===== config.mk =====
export PLATFORM = sky130hd
export DESIGN_NAME = flash_program_erase_control
export DESIGN_NICKNAME = d
export VERILOG_FILES = /design/src/design/flash_ctl_pkg.sv /design/src/design/blk_map_if.sv /design/src/design/erase_block_map.sv /design/src/design/flash_program_erase_control.sv
export SDC_FILE = /design/constraint.sdc
export NUM_CORES = 1
export LEC_CHECK = 0
export BUFFER_PORTS_ARGS = -buffer_cell sky130_fd_sc_hd__buf_4
export CAP_MARGIN = 20
export CELL_PAD_IN_SITES_DETAIL_PLACEMENT = 0
export CELL_PAD_IN_SITES_GLOBAL_PLACEMENT = 2
export CORE_UTILIZATION = 32
export CTS_BUF_LIST = sky130_fd_sc_hd__clkbuf_8
export DETAILED_ROUTE_END_ITERATION = 8
export PLACE_DENSITY = 0.88
export SLEW_MARGIN = 20
export SYNTH_ARGS = -nofsm -noshare
export SYNTH_HDL_FRONTEND = slang
export SYNTH_SLANG_ARGS = --single-unit

===== constraint.sdc =====
create_clock -name clk -period 2.65 [get_ports clk]
set_input_delay 0.795 -clock clk [delete_from_list [all_inputs] [get_ports clk]]
set_output_delay 0.795 -clock clk [all_outputs]
set_load 0.02 [all_outputs]

===== src/design/flash_ctl_pkg.sv =====
// Constants, register map and state type of the flash program/erase control block
package flash_ctl_pkg;

  // ----------------------------------------------------------------
  // Register bus
  // ----------------------------------------------------------------
  localparam int ADDR_W = 4;
  localparam int DATA_W = 8;
  localparam logic [ADDR_W-1:0] OFS_MODE_CTL = 4'h0;
  localparam logic [ADDR_W-1:0] OFS_OP_STATUS = 4'h1;
  localparam logic [ADDR_W-1:0] OFS_BLK_LOW = 4'h2;
  localparam logic [ADDR_W-1:0] OFS_BLK_HIGH = 4'h3;
  localparam logic [DATA_W-1:0] READ_UNMAPPED = 8'h00;

  // ----------------------------------------------------------------
  // Mode control fields
  // ----------------------------------------------------------------
  localparam int BIT_RSVD7 = 7;
  localparam int BIT_UNLOCK = 6;
  localparam int BIT_WIPE_PREP = 5;
  localparam int BIT_WRITE_PREP = 4;
  localparam int BIT_WIPE_CHECK = 3;
  localparam int BIT_WRITE_CHECK = 2;
  localparam int BIT_WIPE_RUN = 1;
  localparam int BIT_WRITE_RUN = 0;

  // ----------------------------------------------------------------
  // Status and block select fields
  // ----------------------------------------------------------------
  localparam int BIT_FAULT = 7;
  localparam int LOW_BLOCKS = 8;
  localparam int HIGH_BLOCKS = 2;
  localparam int NUM_BLOCKS = LOW_BLOCKS + HIGH_BLOCKS;
  localparam int FADDR_W = 24;
  localparam int SIZE_W = 6;
  localparam logic [7:0] RST_BYTE = 8'h00;
  localparam logic [NUM_BLOCKS-1:0] SEL_NONE = 10'h000;
  localparam logic [NUM_BLOCKS-1:0] SEL_ONE = 10'h001;
  localparam logic [FADDR_W-1:0] BASE_NONE = 24'h00_0000;
  localparam logic [SIZE_W-1:0] SIZE_NONE = 6'h00;

  // ----------------------------------------------------------------
  // Erase block map, index = select bit
  // ----------------------------------------------------------------
  localparam logic [FADDR_W-1:0] BLK_BASE [NUM_BLOCKS] = '{
    24'h00_0000, 24'h00_0400, 24'h00_0800, 24'h00_0c00, 24'h00_1000,
    24'h00_8000, 24'h00_c000, 24'h00_e000, 24'h01_0000, 24'h01_8000
  };
  localparam logic [SIZE_W-1:0] BLK_SIZE_KB [NUM_BLOCKS] = '{
    6'h01, 6'h01, 6'h01, 6'h01, 6'h1c, 6'h10, 6'h08, 6'h08, 6'h20, 6'h20
  };

  // ----------------------------------------------------------------
  // Block state
  // ----------------------------------------------------------------
  typedef struct packed {
    logic program_unlock;
    logic wipe_prep;
    logic write_prep;
    logic wipe_check;
    logic write_check;
    logic wipe_run;
    logic write_run;
    logic op_fault_flag;
    logic [LOW_BLOCKS-1:0] blk_low;
    logic [HIGH_BLOCKS-1:0] blk_high;
    logic [FADDR_W-1:0] erase_base;
    logic [SIZE_W-1:0] erase_size_kb;
    logic [DATA_W-1:0] rdata;
  } state_t;

endpackage


===== src/design/blk_map_if.sv =====
// Carrier between the control registers and the erase block decoder
`timescale 1ns/1ps
interface blk_map_if;
  import flash_ctl_pkg::*;
  logic [NUM_BLOCKS-1:0] sel;
  logic multi;
  logic [FADDR_W-1:0] base;
  logic [SIZE_W-1:0] size_kb;
  modport requester (output sel, input multi, input base, input size_kb);
  modport mapper (input sel, output multi, output base, output size_kb);
endinterface


===== src/design/erase_block_map.sv =====
// Decoder from erase block selection to area base and size
`timescale 1ns/1ps
module erase_block_map (
  blk_map_if.mapper map
);
  import flash_ctl_pkg::*;

  logic [FADDR_W-1:0] base_term [NUM_BLOCKS];
  logic [SIZE_W-1:0] size_term [NUM_BLOCKS];

  // ----------------------------------------------------------------
  // Per-block masked terms
  // ----------------------------------------------------------------
  for (genvar i = 0; i < NUM_BLOCKS; i++) begin : g_blk
    assign base_term[i] = {FADDR_W{map.sel[i]}} & BLK_BASE[i];
    assign size_term[i] = {SIZE_W{map.sel[i]}} & BLK_SIZE_KB[i];
  end

  // Valid only for a single set bit; callers discard it otherwise
  always_comb begin
    map.base = BASE_NONE;
    map.size_kb = SIZE_NONE;
    for (int i = 0; i < NUM_BLOCKS; i++) begin
      map.base = map.base | base_term[i];
      map.size_kb = map.size_kb | size_term[i];
    end
  end

  // More than one bit set
  assign map.multi = (map.sel & (map.sel - SEL_ONE)) != SEL_NONE;

endmodule


===== src/design/flash_program_erase_control.sv =====
// Control and status registers of the flash program/erase sequencer
//
// How it works
// - Unlock bit 6 permits program/erase; while clear no other control bit and no block select can be set.
// - Bit 5 enters erase setup when written 1, leaves when written 0.
// - Bit 4 enters program setup when written 1, leaves when written 0.
// - Bit 3 enters erase-verify when set, cancels it when cleared.
// - Bit 2 enters program-verify when set, cancels it when cleared.
// - Bit 1 starts erase only when unlock and erase setup already are 1.
// - Bit 0 starts program only when unlock and program setup already are 1.
// - Control bit 7 is reserved and always reads 0.
// - Status bit 7 sets on an operation error and holds error protection.
// - Status bits 6 to 0 are reserved and read 0.
// - Low block select is forced to zero while unlock is 0.
// - More than one set select bit clears both select registers.
// - Low select bits 7 and 6 pick the two 8-Kbyte blocks.
// - Low select bits 5 and 4 pick the 16- and 28-Kbyte blocks.
// - Low select bits 3 to 0 pick the four 1-Kbyte blocks.
`timescale 1ns/1ps
module flash_program_erase_control (
  input wire logic clk,
  input wire logic rstn,
  input wire logic [flash_ctl_pkg::ADDR_W-1:0] addr,
  input wire logic [flash_ctl_pkg::DATA_W-1:0] wdata,
  input wire logic we,
  input wire logic re,
  output logic [flash_ctl_pkg::DATA_W-1:0] rdata,
  input wire logic op_error,
  output logic erase_setup,
  output logic program_setup,
  output logic erase_verify,
  output logic program_verify,
  output logic erase_active,
  output logic program_active,
  output logic error_protect,
  output logic [flash_ctl_pkg::NUM_BLOCKS-1:0] erase_blocks,
  output logic [flash_ctl_pkg::FADDR_W-1:0] erase_base,
  output logic [flash_ctl_pkg::SIZE_W-1:0] erase_size_kb
);
  import flash_ctl_pkg::*;

  state_t s_r;
  state_t s_nxt;
  logic wr_ctl;
  logic wr_low;
  logic wr_high;
  logic wr_status;
  logic rd_ctl;
  logic rd_status;
  logic [LOW_BLOCKS-1:0] cand_low;
  logic [HIGH_BLOCKS-1:0] cand_high;

  blk_map_if map_if ();

  erase_block_map u_map (
    .map(map_if.mapper)
  );

  // ----------------------------------------------------------------
  // Address decode
  // ----------------------------------------------------------------
  assign wr_ctl = we && (addr == OFS_MODE_CTL);
  assign wr_status = we && (addr == OFS_OP_STATUS);
  assign wr_low = we && (addr == OFS_BLK_LOW);
  assign wr_high = we && (addr == OFS_BLK_HIGH);
  assign rd_ctl = re && (addr == OFS_MODE_CTL);
  assign rd_status = re && (addr == OFS_OP_STATUS);

  // Candidate selection after this cycle's write, before the checks
  assign cand_low = wr_low ? wdata[LOW_BLOCKS-1:0] : s_r.blk_low;
  assign cand_high = wr_high ? wdata[HIGH_BLOCKS-1:0] : s_r.blk_high;
  assign map_if.sel = {cand_high, cand_low};

  // ----------------------------------------------------------------
  // Next state
  // ----------------------------------------------------------------
  always_comb begin
    s_nxt = s_r;

    // Read data stands only in the cycle after the strobe
    s_nxt.rdata = READ_UNMAPPED;
    if (re) begin
      case (addr)
        OFS_MODE_CTL: begin
          s_nxt.rdata = RST_BYTE;
          s_nxt.rdata[BIT_RSVD7] = 1'b0;
          s_nxt.rdata[BIT_UNLOCK] = s_r.program_unlock;
          s_nxt.rdata[BIT_WIPE_PREP] = s_r.wipe_prep;
          s_nxt.rdata[BIT_WRITE_PREP] = s_r.write_prep;
          s_nxt.rdata[BIT_WIPE_CHECK] = s_r.wipe_check;
          s_nxt.rdata[BIT_WRITE_CHECK] = s_r.write_check;
          s_nxt.rdata[BIT_WIPE_RUN] = s_r.wipe_run;
          s_nxt.rdata[BIT_WRITE_RUN] = s_r.write_run;
        end
        OFS_OP_STATUS: begin
          s_nxt.rdata = RST_BYTE;
          s_nxt.rdata[BIT_FAULT] = s_r.op_fault_flag;
        end
        OFS_BLK_LOW: begin
          s_nxt.rdata = s_r.blk_low;
        end
        OFS_BLK_HIGH: begin
          s_nxt.rdata = RST_BYTE;
          s_nxt.rdata[HIGH_BLOCKS-1:0] = s_r.blk_high;
        end
        default: begin
          s_nxt.rdata = READ_UNMAPPED;
        end
      endcase
    end

    // Sticky; only reset leaves error protection
    s_nxt.op_fault_flag = s_r.op_fault_flag | op_error;
    // Status writes fall through: no field takes them
    if (wr_status) begin
      s_nxt.op_fault_flag = s_r.op_fault_flag | op_error;
    end

    if (wr_ctl) begin
      s_nxt.program_unlock = wdata[BIT_UNLOCK];
      s_nxt.wipe_prep = wdata[BIT_WIPE_PREP];
      s_nxt.write_prep = wdata[BIT_WRITE_PREP];
      s_nxt.wipe_check = wdata[BIT_WIPE_CHECK];
      s_nxt.write_check = wdata[BIT_WRITE_CHECK];
      // Run bits look at the bits already held, so setup must come first
      s_nxt.wipe_run = wdata[BIT_WIPE_RUN] &&
                       (s_r.wipe_run || (s_r.program_unlock && s_r.wipe_prep));
      s_nxt.write_run = wdata[BIT_WRITE_RUN] &&
                        (s_r.write_run || (s_r.program_unlock && s_r.write_prep));
    end

    // Locked: every other control bit drops and none can be set
    if (!s_nxt.program_unlock) begin
      s_nxt.wipe_prep = 1'b0;
      s_nxt.write_prep = 1'b0;
      s_nxt.wipe_check = 1'b0;
      s_nxt.write_check = 1'b0;
      s_nxt.wipe_run = 1'b0;
      s_nxt.write_run = 1'b0;
    end

    // Error protection stops any running operation
    if (s_nxt.op_fault_flag) begin
      s_nxt.wipe_run = 1'b0;
      s_nxt.write_run = 1'b0;
    end

    s_nxt.blk_low = cand_low;
    s_nxt.blk_high = cand_high;
    if (map_if.multi) begin
      s_nxt.blk_low = RST_BYTE[LOW_BLOCKS-1:0];
      s_nxt.blk_high = RST_BYTE[HIGH_BLOCKS-1:0];
    end
    if (!s_nxt.program_unlock) begin
      s_nxt.blk_low = RST_BYTE[LOW_BLOCKS-1:0];
      s_nxt.blk_high = RST_BYTE[HIGH_BLOCKS-1:0];
    end

    // Decoded area follows the final selection in the same edge
    if ({s_nxt.blk_high, s_nxt.blk_low} != SEL_NONE) begin
      s_nxt.erase_base = map_if.base;
      s_nxt.erase_size_kb = map_if.size_kb;
    end else begin
      s_nxt.erase_base = BASE_NONE;
      s_nxt.erase_size_kb = SIZE_NONE;
    end
  end

  // ----------------------------------------------------------------
  // State register
  // ----------------------------------------------------------------
  always_ff @(posedge clk or negedge rstn) begin
    if (!rstn) begin
      s_r <= '0;
    end else begin
      s_r <= s_nxt;
    end
  end

  // ----------------------------------------------------------------
  // Outputs
  // ----------------------------------------------------------------
  assign rdata = s_r.rdata;
  assign erase_setup = s_r.wipe_prep;
  assign program_setup = s_r.write_prep;
  assign erase_verify = s_r.wipe_check;
  assign program_verify = s_r.write_check;
  assign erase_active = s_r.wipe_run;
  assign program_active = s_r.write_run;
  assign error_protect = s_r.op_fault_flag;
  assign erase_blocks = {s_r.blk_high, s_r.blk_low};
  assign erase_base = s_r.erase_base;
  assign erase_size_kb = s_r.erase_size_kb;

  // ----------------------------------------------------------------
  // Assertions
  // ----------------------------------------------------------------
  a_ctl_rsvd_zero: assert property (@(posedge clk) disable iff (!rstn)
    rd_ctl |=> rdata[BIT_RSVD7] == 1'b0)
    else $error("reserved control bit read as one");

  a_status_rsvd_zero: assert property (@(posedge clk) disable iff (!rstn)
    rd_status |=> rdata[BIT_FAULT-1:0] == 7'h00 && rdata[BIT_FAULT] == $past(s_r.op_fault_flag))
    else $error("status read data wrong");

  a_lock_clears_ctl: assert property (@(posedge clk) disable iff (!rstn)
    !s_r.program_unlock |-> !(erase_setup || program_setup || erase_verify ||
                              program_verify || erase_active || program_active))
    else $error("control bit set while locked");

  a_lock_clears_blk: assert property (@(posedge clk) disable iff (!rstn)
    (!s_r.program_unlock && !wr_ctl) || (wr_ctl && !wdata[BIT_UNLOCK]) |=>
      erase_blocks == SEL_NONE)
    else $error("block select set while locked");

  a_setup_follow: assert property (@(posedge clk) disable iff (!rstn)
    wr_ctl && wdata[BIT_UNLOCK] |=>
      erase_setup == $past(wdata[BIT_WIPE_PREP]) &&
      program_setup == $past(wdata[BIT_WRITE_PREP]))
    else $error("setup bit did not follow write");

  a_verify_follow: assert property (@(posedge clk) disable iff (!rstn)
    wr_ctl && wdata[BIT_UNLOCK] |=>
      erase_verify == $past(wdata[BIT_WIPE_CHECK]) &&
      program_verify == $past(wdata[BIT_WRITE_CHECK]))
    else $error("verify bit did not follow write");

  a_erase_gate: assert property (@(posedge clk) disable iff (!rstn)
    $rose(erase_active) |->
      $past(s_r.program_unlock) && $past(s_r.wipe_prep) && $past(wr_ctl))
    else $error("erase started without unlock and setup");

  a_program_gate: assert property (@(posedge clk) disable iff (!rstn)
    $rose(program_active) |->
      $past(s_r.program_unlock) && $past(s_r.write_prep) && $past(wr_ctl))
    else $error("program started without unlock and setup");

  a_fault_sets: assert property (@(posedge clk) disable iff (!rstn)
    op_error |=> error_protect [*3])
    else $error("error flag not set and held");

  a_fault_protects: assert property (@(posedge clk) disable iff (!rstn)
    error_protect |-> !erase_active && !program_active)
    else $error("operation running in error protection");

  a_status_wr_ignored: assert property (@(posedge clk) disable iff (!rstn)
    wr_status && !op_error |=> error_protect == $past(error_protect))
    else $error("status write changed the flag");

  a_blk_one_hot: assert property (@(posedge clk) disable iff (!rstn)
    $onehot0(erase_blocks))
    else $error("more than one erase block selected");

  a_blk_base: assert property (@(posedge clk) disable iff (!rstn)
    s_r.blk_low[LOW_BLOCKS-1] |-> erase_base == BLK_BASE[LOW_BLOCKS-1] &&
                                 erase_size_kb == BLK_SIZE_KB[LOW_BLOCKS-1])
    else $error("top low block decoded wrong");

  // ----------------------------------------------------------------
  // Read path, run gating and selection checks
  // ----------------------------------------------------------------
  a_rdata_idle: assert property (@(posedge clk) disable iff (!rstn)
    !re |=> rdata == READ_UNMAPPED)
    else $error("read data not zero outside a read");

  a_ctl_readback: assert property (@(posedge clk) disable iff (!rstn)
    rd_ctl |=>
      rdata[BIT_WIPE_PREP] == $past(erase_setup) &&
      rdata[BIT_WRITE_PREP] == $past(program_setup) &&
      rdata[BIT_WIPE_CHECK] == $past(erase_verify) &&
      rdata[BIT_WRITE_CHECK] == $past(program_verify))
    else $error("control read data differs from state");

  a_run_readback: assert property (@(posedge clk) disable iff (!rstn)
    rd_ctl |=>
      rdata[BIT_WIPE_RUN] == $past(erase_active) &&
      rdata[BIT_WRITE_RUN] == $past(program_active))
    else $error("run bits read back wrong");

  a_blk_low_readback: assert property (@(posedge clk) disable iff (!rstn)
    re && addr == OFS_BLK_LOW |=> rdata == $past(s_r.blk_low))
    else $error("low block select read back wrong");

  a_blk_high_readback: assert property (@(posedge clk) disable iff (!rstn)
    re && addr == OFS_BLK_HIGH |=>
      rdata[DATA_W-1:HIGH_BLOCKS] == RST_BYTE[DATA_W-1:HIGH_BLOCKS] &&
      rdata[HIGH_BLOCKS-1:0] == $past(s_r.blk_high))
    else $error("high block select read back wrong");

  a_erase_start: assert property (@(posedge clk) disable iff (!rstn)
    wr_ctl && wdata[BIT_UNLOCK] && wdata[BIT_WIPE_RUN] && s_r.program_unlock &&
      s_r.wipe_prep && !op_error && !error_protect |=> erase_active)
    else $error("erase did not start");

  a_program_start: assert property (@(posedge clk) disable iff (!rstn)
    wr_ctl && wdata[BIT_UNLOCK] && wdata[BIT_WRITE_RUN] && s_r.program_unlock &&
      s_r.write_prep && !op_error && !error_protect |=> program_active)
    else $error("program did not start");

  a_erase_stop: assert property (@(posedge clk) disable iff (!rstn)
    wr_ctl && !wdata[BIT_WIPE_RUN] |=> !erase_active)
    else $error("erase did not stop");

  a_program_stop: assert property (@(posedge clk) disable iff (!rstn)
    wr_ctl && !wdata[BIT_WRITE_RUN] |=> !program_active)
    else $error("program did not stop");

  a_erase_setup_first: assert property (@(posedge clk) disable iff (!rstn)
    wr_ctl && !s_r.wipe_prep && !s_r.wipe_run |=> !erase_active)
    else $error("erase started without prior setup");

  a_program_setup_first: assert property (@(posedge clk) disable iff (!rstn)
    wr_ctl && !s_r.write_prep && !s_r.write_run |=> !program_active)
    else $error("program started without prior setup");

  a_lock_write_clears: assert property (@(posedge clk) disable iff (!rstn)
    wr_ctl && !wdata[BIT_UNLOCK] |=>
      erase_blocks == SEL_NONE && !erase_setup && !program_setup)
    else $error("lock write left bits set");

  a_multi_clears: assert property (@(posedge clk) disable iff (!rstn)
    map_if.multi |=> erase_blocks == SEL_NONE)
    else $error("multiple selection not cleared");

  a_blk_write_lands: assert property (@(posedge clk) disable iff (!rstn)
    wr_low && s_r.program_unlock && !map_if.multi |=>
      erase_blocks[LOW_BLOCKS-1:0] == $past(wdata))
    else $error("low block select write lost");

  a_base_none: assert property (@(posedge clk) disable iff (!rstn)
    erase_blocks == SEL_NONE |-> erase_base == BASE_NONE && erase_size_kb == SIZE_NONE)
    else $error("area decoded without a selection");

  a_fault_sticky: assert property (@(posedge clk) disable iff (!rstn)
    error_protect |=> error_protect)
    else $error("error flag cleared without reset");

  // One check per block, so a select bit decoded to the wrong table entry shows up
  for (genvar b = 0; b < NUM_BLOCKS; b++) begin : g_blk_chk
    a_blk_decode: assert property (@(posedge clk) disable iff (!rstn)
      erase_blocks == (SEL_ONE << b) |->
        erase_base == BLK_BASE[b] && erase_size_kb == BLK_SIZE_KB[b])
      else $error("erase block decoded wrong");
  end

endmodule


==> results by group <==
Clock tree
  • Post-CTS Hold Buffers: 0
  • H-tree depth: 2
  • Clk slew on worst S/H paths: 0.07 ns
  • CTS Buf Count: 5
  • TritonCTS clock tree: done
  • Root Driver: clkbuf_8
  • Max clock buf depth: 2
  • Gates resized, CTS repair: 0
  • Clock latency at the later pin of the worst-skew pair: 0.29 ns
  • Post-CTS setup buffer count: 0
  • Clock Sinks: 36

Placement
  • Dpl hpwl: 3.79 mm
  • Final GP Congestion: 0.793
  • Port buffer count: 53
  • Placed Cells: 332

Global route
  • Largest net degree at the start of global routing: 37
  • GRT Residual Overflow: 0
  • First-pass GRT wire length: 7.89 mm
  • Vias in the first global route: 1458
  • Initial antenna violation count: 0
  • Total GRT Usage: 13.7%

Logic synthesis
  • Top_reg_cell synth: dfrtp_1
  • Synth Instances: 223
  • EDFF count, synth: 0
  • Area of the mapped netlist: 2330 um^2
  • Seq/Total Area, Yosys: 38.6%
  • Syn. warnings: 0
  • Area share of the largest cell type after synthesis: 38.6%
  • Synthesis-stage register bit count: 36
  • Syn_area_per_cell: 10.5 um^2
  • Ys async rst share: 100%
  • Cell taking the most area after synthesis: dfrtp_1
  • Area contributors post-synth: dfrtp_1 39%, buf_4 15%, nor4_2 7.5%
  • Count of cell types in the netlist: 44

Timing
  • RSZ-0062 raised after global routing: no
  • Part of the cycle the worst path needs: 86.1%
  • Post-Route Skew: 0.00340 ns
  • Final Hold Fails: 0
  • Tmin final: 2.28 ns
  • Fmax: 0.438 GHz
  • Final TNS setup: 0 ns
  • # setup viols final: 0
  • Fin. max-slew vios: 0

Finish
  • Ant. Diodes: 0
  • Commonest non-fill, non-tap cells in the layout: 59 x buf_4, 36 x dfrtp_1, 20 x nor2_1, 18 x conb_1, 17 x mux2i_1
  • Area delta synth->final: 11.7%
  • Fin cells: 339
  • Commonest non-fill, non-tap cell in the layout: buf_4
  • Nets: 260
  • Layout cells sized above 1: 38.3%
  • FILL cells: 726

Outcome
  • Status: finished clean

Setup path
  • Slowest cell delay on critical path: 0.32 ns
  • Crit Path Max Fanout: 20
  • Critical path required time: 2.83 ns
  • Element type at the critical path start: input pin
  • Crit Path Class: input pin to flip-flop
  • Slowest stage cell on the critical path: nor4_4
  • Critical path endpoint category: flip-flop
  • Cell chain of the critical path: buf_4 -> nor4_4 -> nand3_2 -> mux2_4 -> a21oi_2 -> o32ai_2 -> buf_12 -> nor4_1
  • CP arrival: 2.46 ns

Floorplanning
  • Ports: 72
  • Horiz. Die Dim: 87.4 um
  • # rows: 30
  • Chip height: 87.4 um
  • Core Region: 6910 um^2
  • Initial Utilization: 33.8%
  • Full die area: 7630 um^2

Flow run
  • Max-cap violation count: 0

Route
  • Routed wire length: 4.98 mm
  • Initial drt markers: 69
  • Via density: 4.74
  • Pre-antenna DRT Iters: 6
  • # DRC: 0
  • Detailed-route via count: 1607
  • Post-route ant nets: 0
  • Drt wl/cell: 14.7 um

Min path
  • Worst min path class: input pin to async pin

Power
  • Leak Pwr: 1.22 nW
  • Sw Share: 28.9%
  • Power per Cell Area: 425 nW/um^2
  • Clock network power share: 32.7%
  • Internal: 0.788 mW
  • Max VDD drop: 174 uV
  • Reg power frac: 51.5%
  • Logic pwr share: 15.9%
  • P_sw: 0.320 mW
## worst max-delay path, delay by kind of cell
family                 cells  cell delay (ns)
AO/OA/AOI/OAI              2             0.28
buffers and inverters      2             0.33
multiplexers               1             0.31
AND/OR/NAND/NOR            3             0.72
## registers in the layout (all words and copies together), names as in the netlist
| name | cells |
|---|---|
| erase_blocks | 10 |
| program_active | 1 |
| program_setup | 1 |
| erase_verify | 1 |
| erase_base | 6 |
| error_protect | 1 |
| rdata | 8 |
| erase_setup | 1 |
| s_r | 1 |
| program_verify | 1 |
| erase_size_kb | 4 |
| erase_active | 1 |
## logic make-up after synthesis
group           count (synthesis)  synth area share [%]
other cells                     1                 0.161
flops                          36                  38.6
compound gates                 28                  9.93
mux                            21                  9.39
simple gates                   70                  20.6
fa+ha+maj                       2                 0.858
buf+inv                        65                  20.4
## metal layers
layer	vias up	track usage (%)	part of all wire [%]
li1	765	-	-
met1	780	19.0	46
met2	56	21.4	47
met3	6	2.94	5.2
met4	0	4.47	1.3
met5	-	0	0
## Yosys cell counts (2+ instances only)
cell,n
mux2_1,2
and3_1,3
mux2i_1,17
a21oi_2,2
buf_6,4
nor4_2,14
a32o_1,2
nand3_1,5
nor4_1,6
buf_2,3
o21ai_1,5
nand2_1,13
a31oi_1,3
a32oi_1,2
clkbuf_2,2
maj3_1,2
nor2_1,20
buf_4,48
o31ai_1,4
a21oi_1,2
dfrtp_1,36
clkbuf_1,6
## power groups by stage
| stage | sequential [mW] | clock (mW) | combinational (mW) |
|---|---|---|---|
| after floorplan | 0.572 | 0 | 0.150 |
| after global placement | 0.581 | 0 | 0.176 |
| after detailed placement | 0.580 | 0 | 0.177 |
| after CTS | 0.570 | 0.372 | 0.177 |
| after global routing | 0.571 | 0.396 | 0.192 |
| final | 0.570 | 0.362 | 0.176 |
## cell type report
type	count	area, um^2	area share (%)
Clock inverter	2	8.76	0.336
Clock buffer	5	68.8	2.64
Tap cell	96	120	4.61
Timing Repair Buffer	61	483	18.5
Multi-Input combinational cell	139	1020	39.3
Sequential cell	36	901	34.6
## metrics by stage
stage | setup slack [ns] | area [um^2] | hold WS [ns] | util, % | power [mW]
floorplan | 0.248 | 2400 | 0.499 | - | 0.722
global placement | 0.119 | 2530 | 0.526 | 36.6 | 0.757
detailed placement | 0.0649 | 2530 | 0.542 | 36.6 | 0.757
CTS | 0.358 | 2610 | 0.478 | 37.7 | 1.12
global route | 0.246 | 2610 | 0.489 | 37.7 | 1.16
finish | 0.369 | 2610 | 0.452 | 37.7 | 1.11
## path summary, 6_finish.rpt
check	start	to	slack, ns	cells after the start
setup / recovery	wdata[0]	erase_base[12]	0.37	8
hold / removal	rstn	erase_base[12]	0.45	1
setup reg to reg	erase_blocks[1]	erase_base[12]	0.42	7
hold reg to reg	error_protect	error_protect	0.56	1
max in group asynchronous	rstn	rdata[7]	1.86	1
min in group clk	error_protect	error_protect	0.56	1
Power figures use the tool's default switching activity.
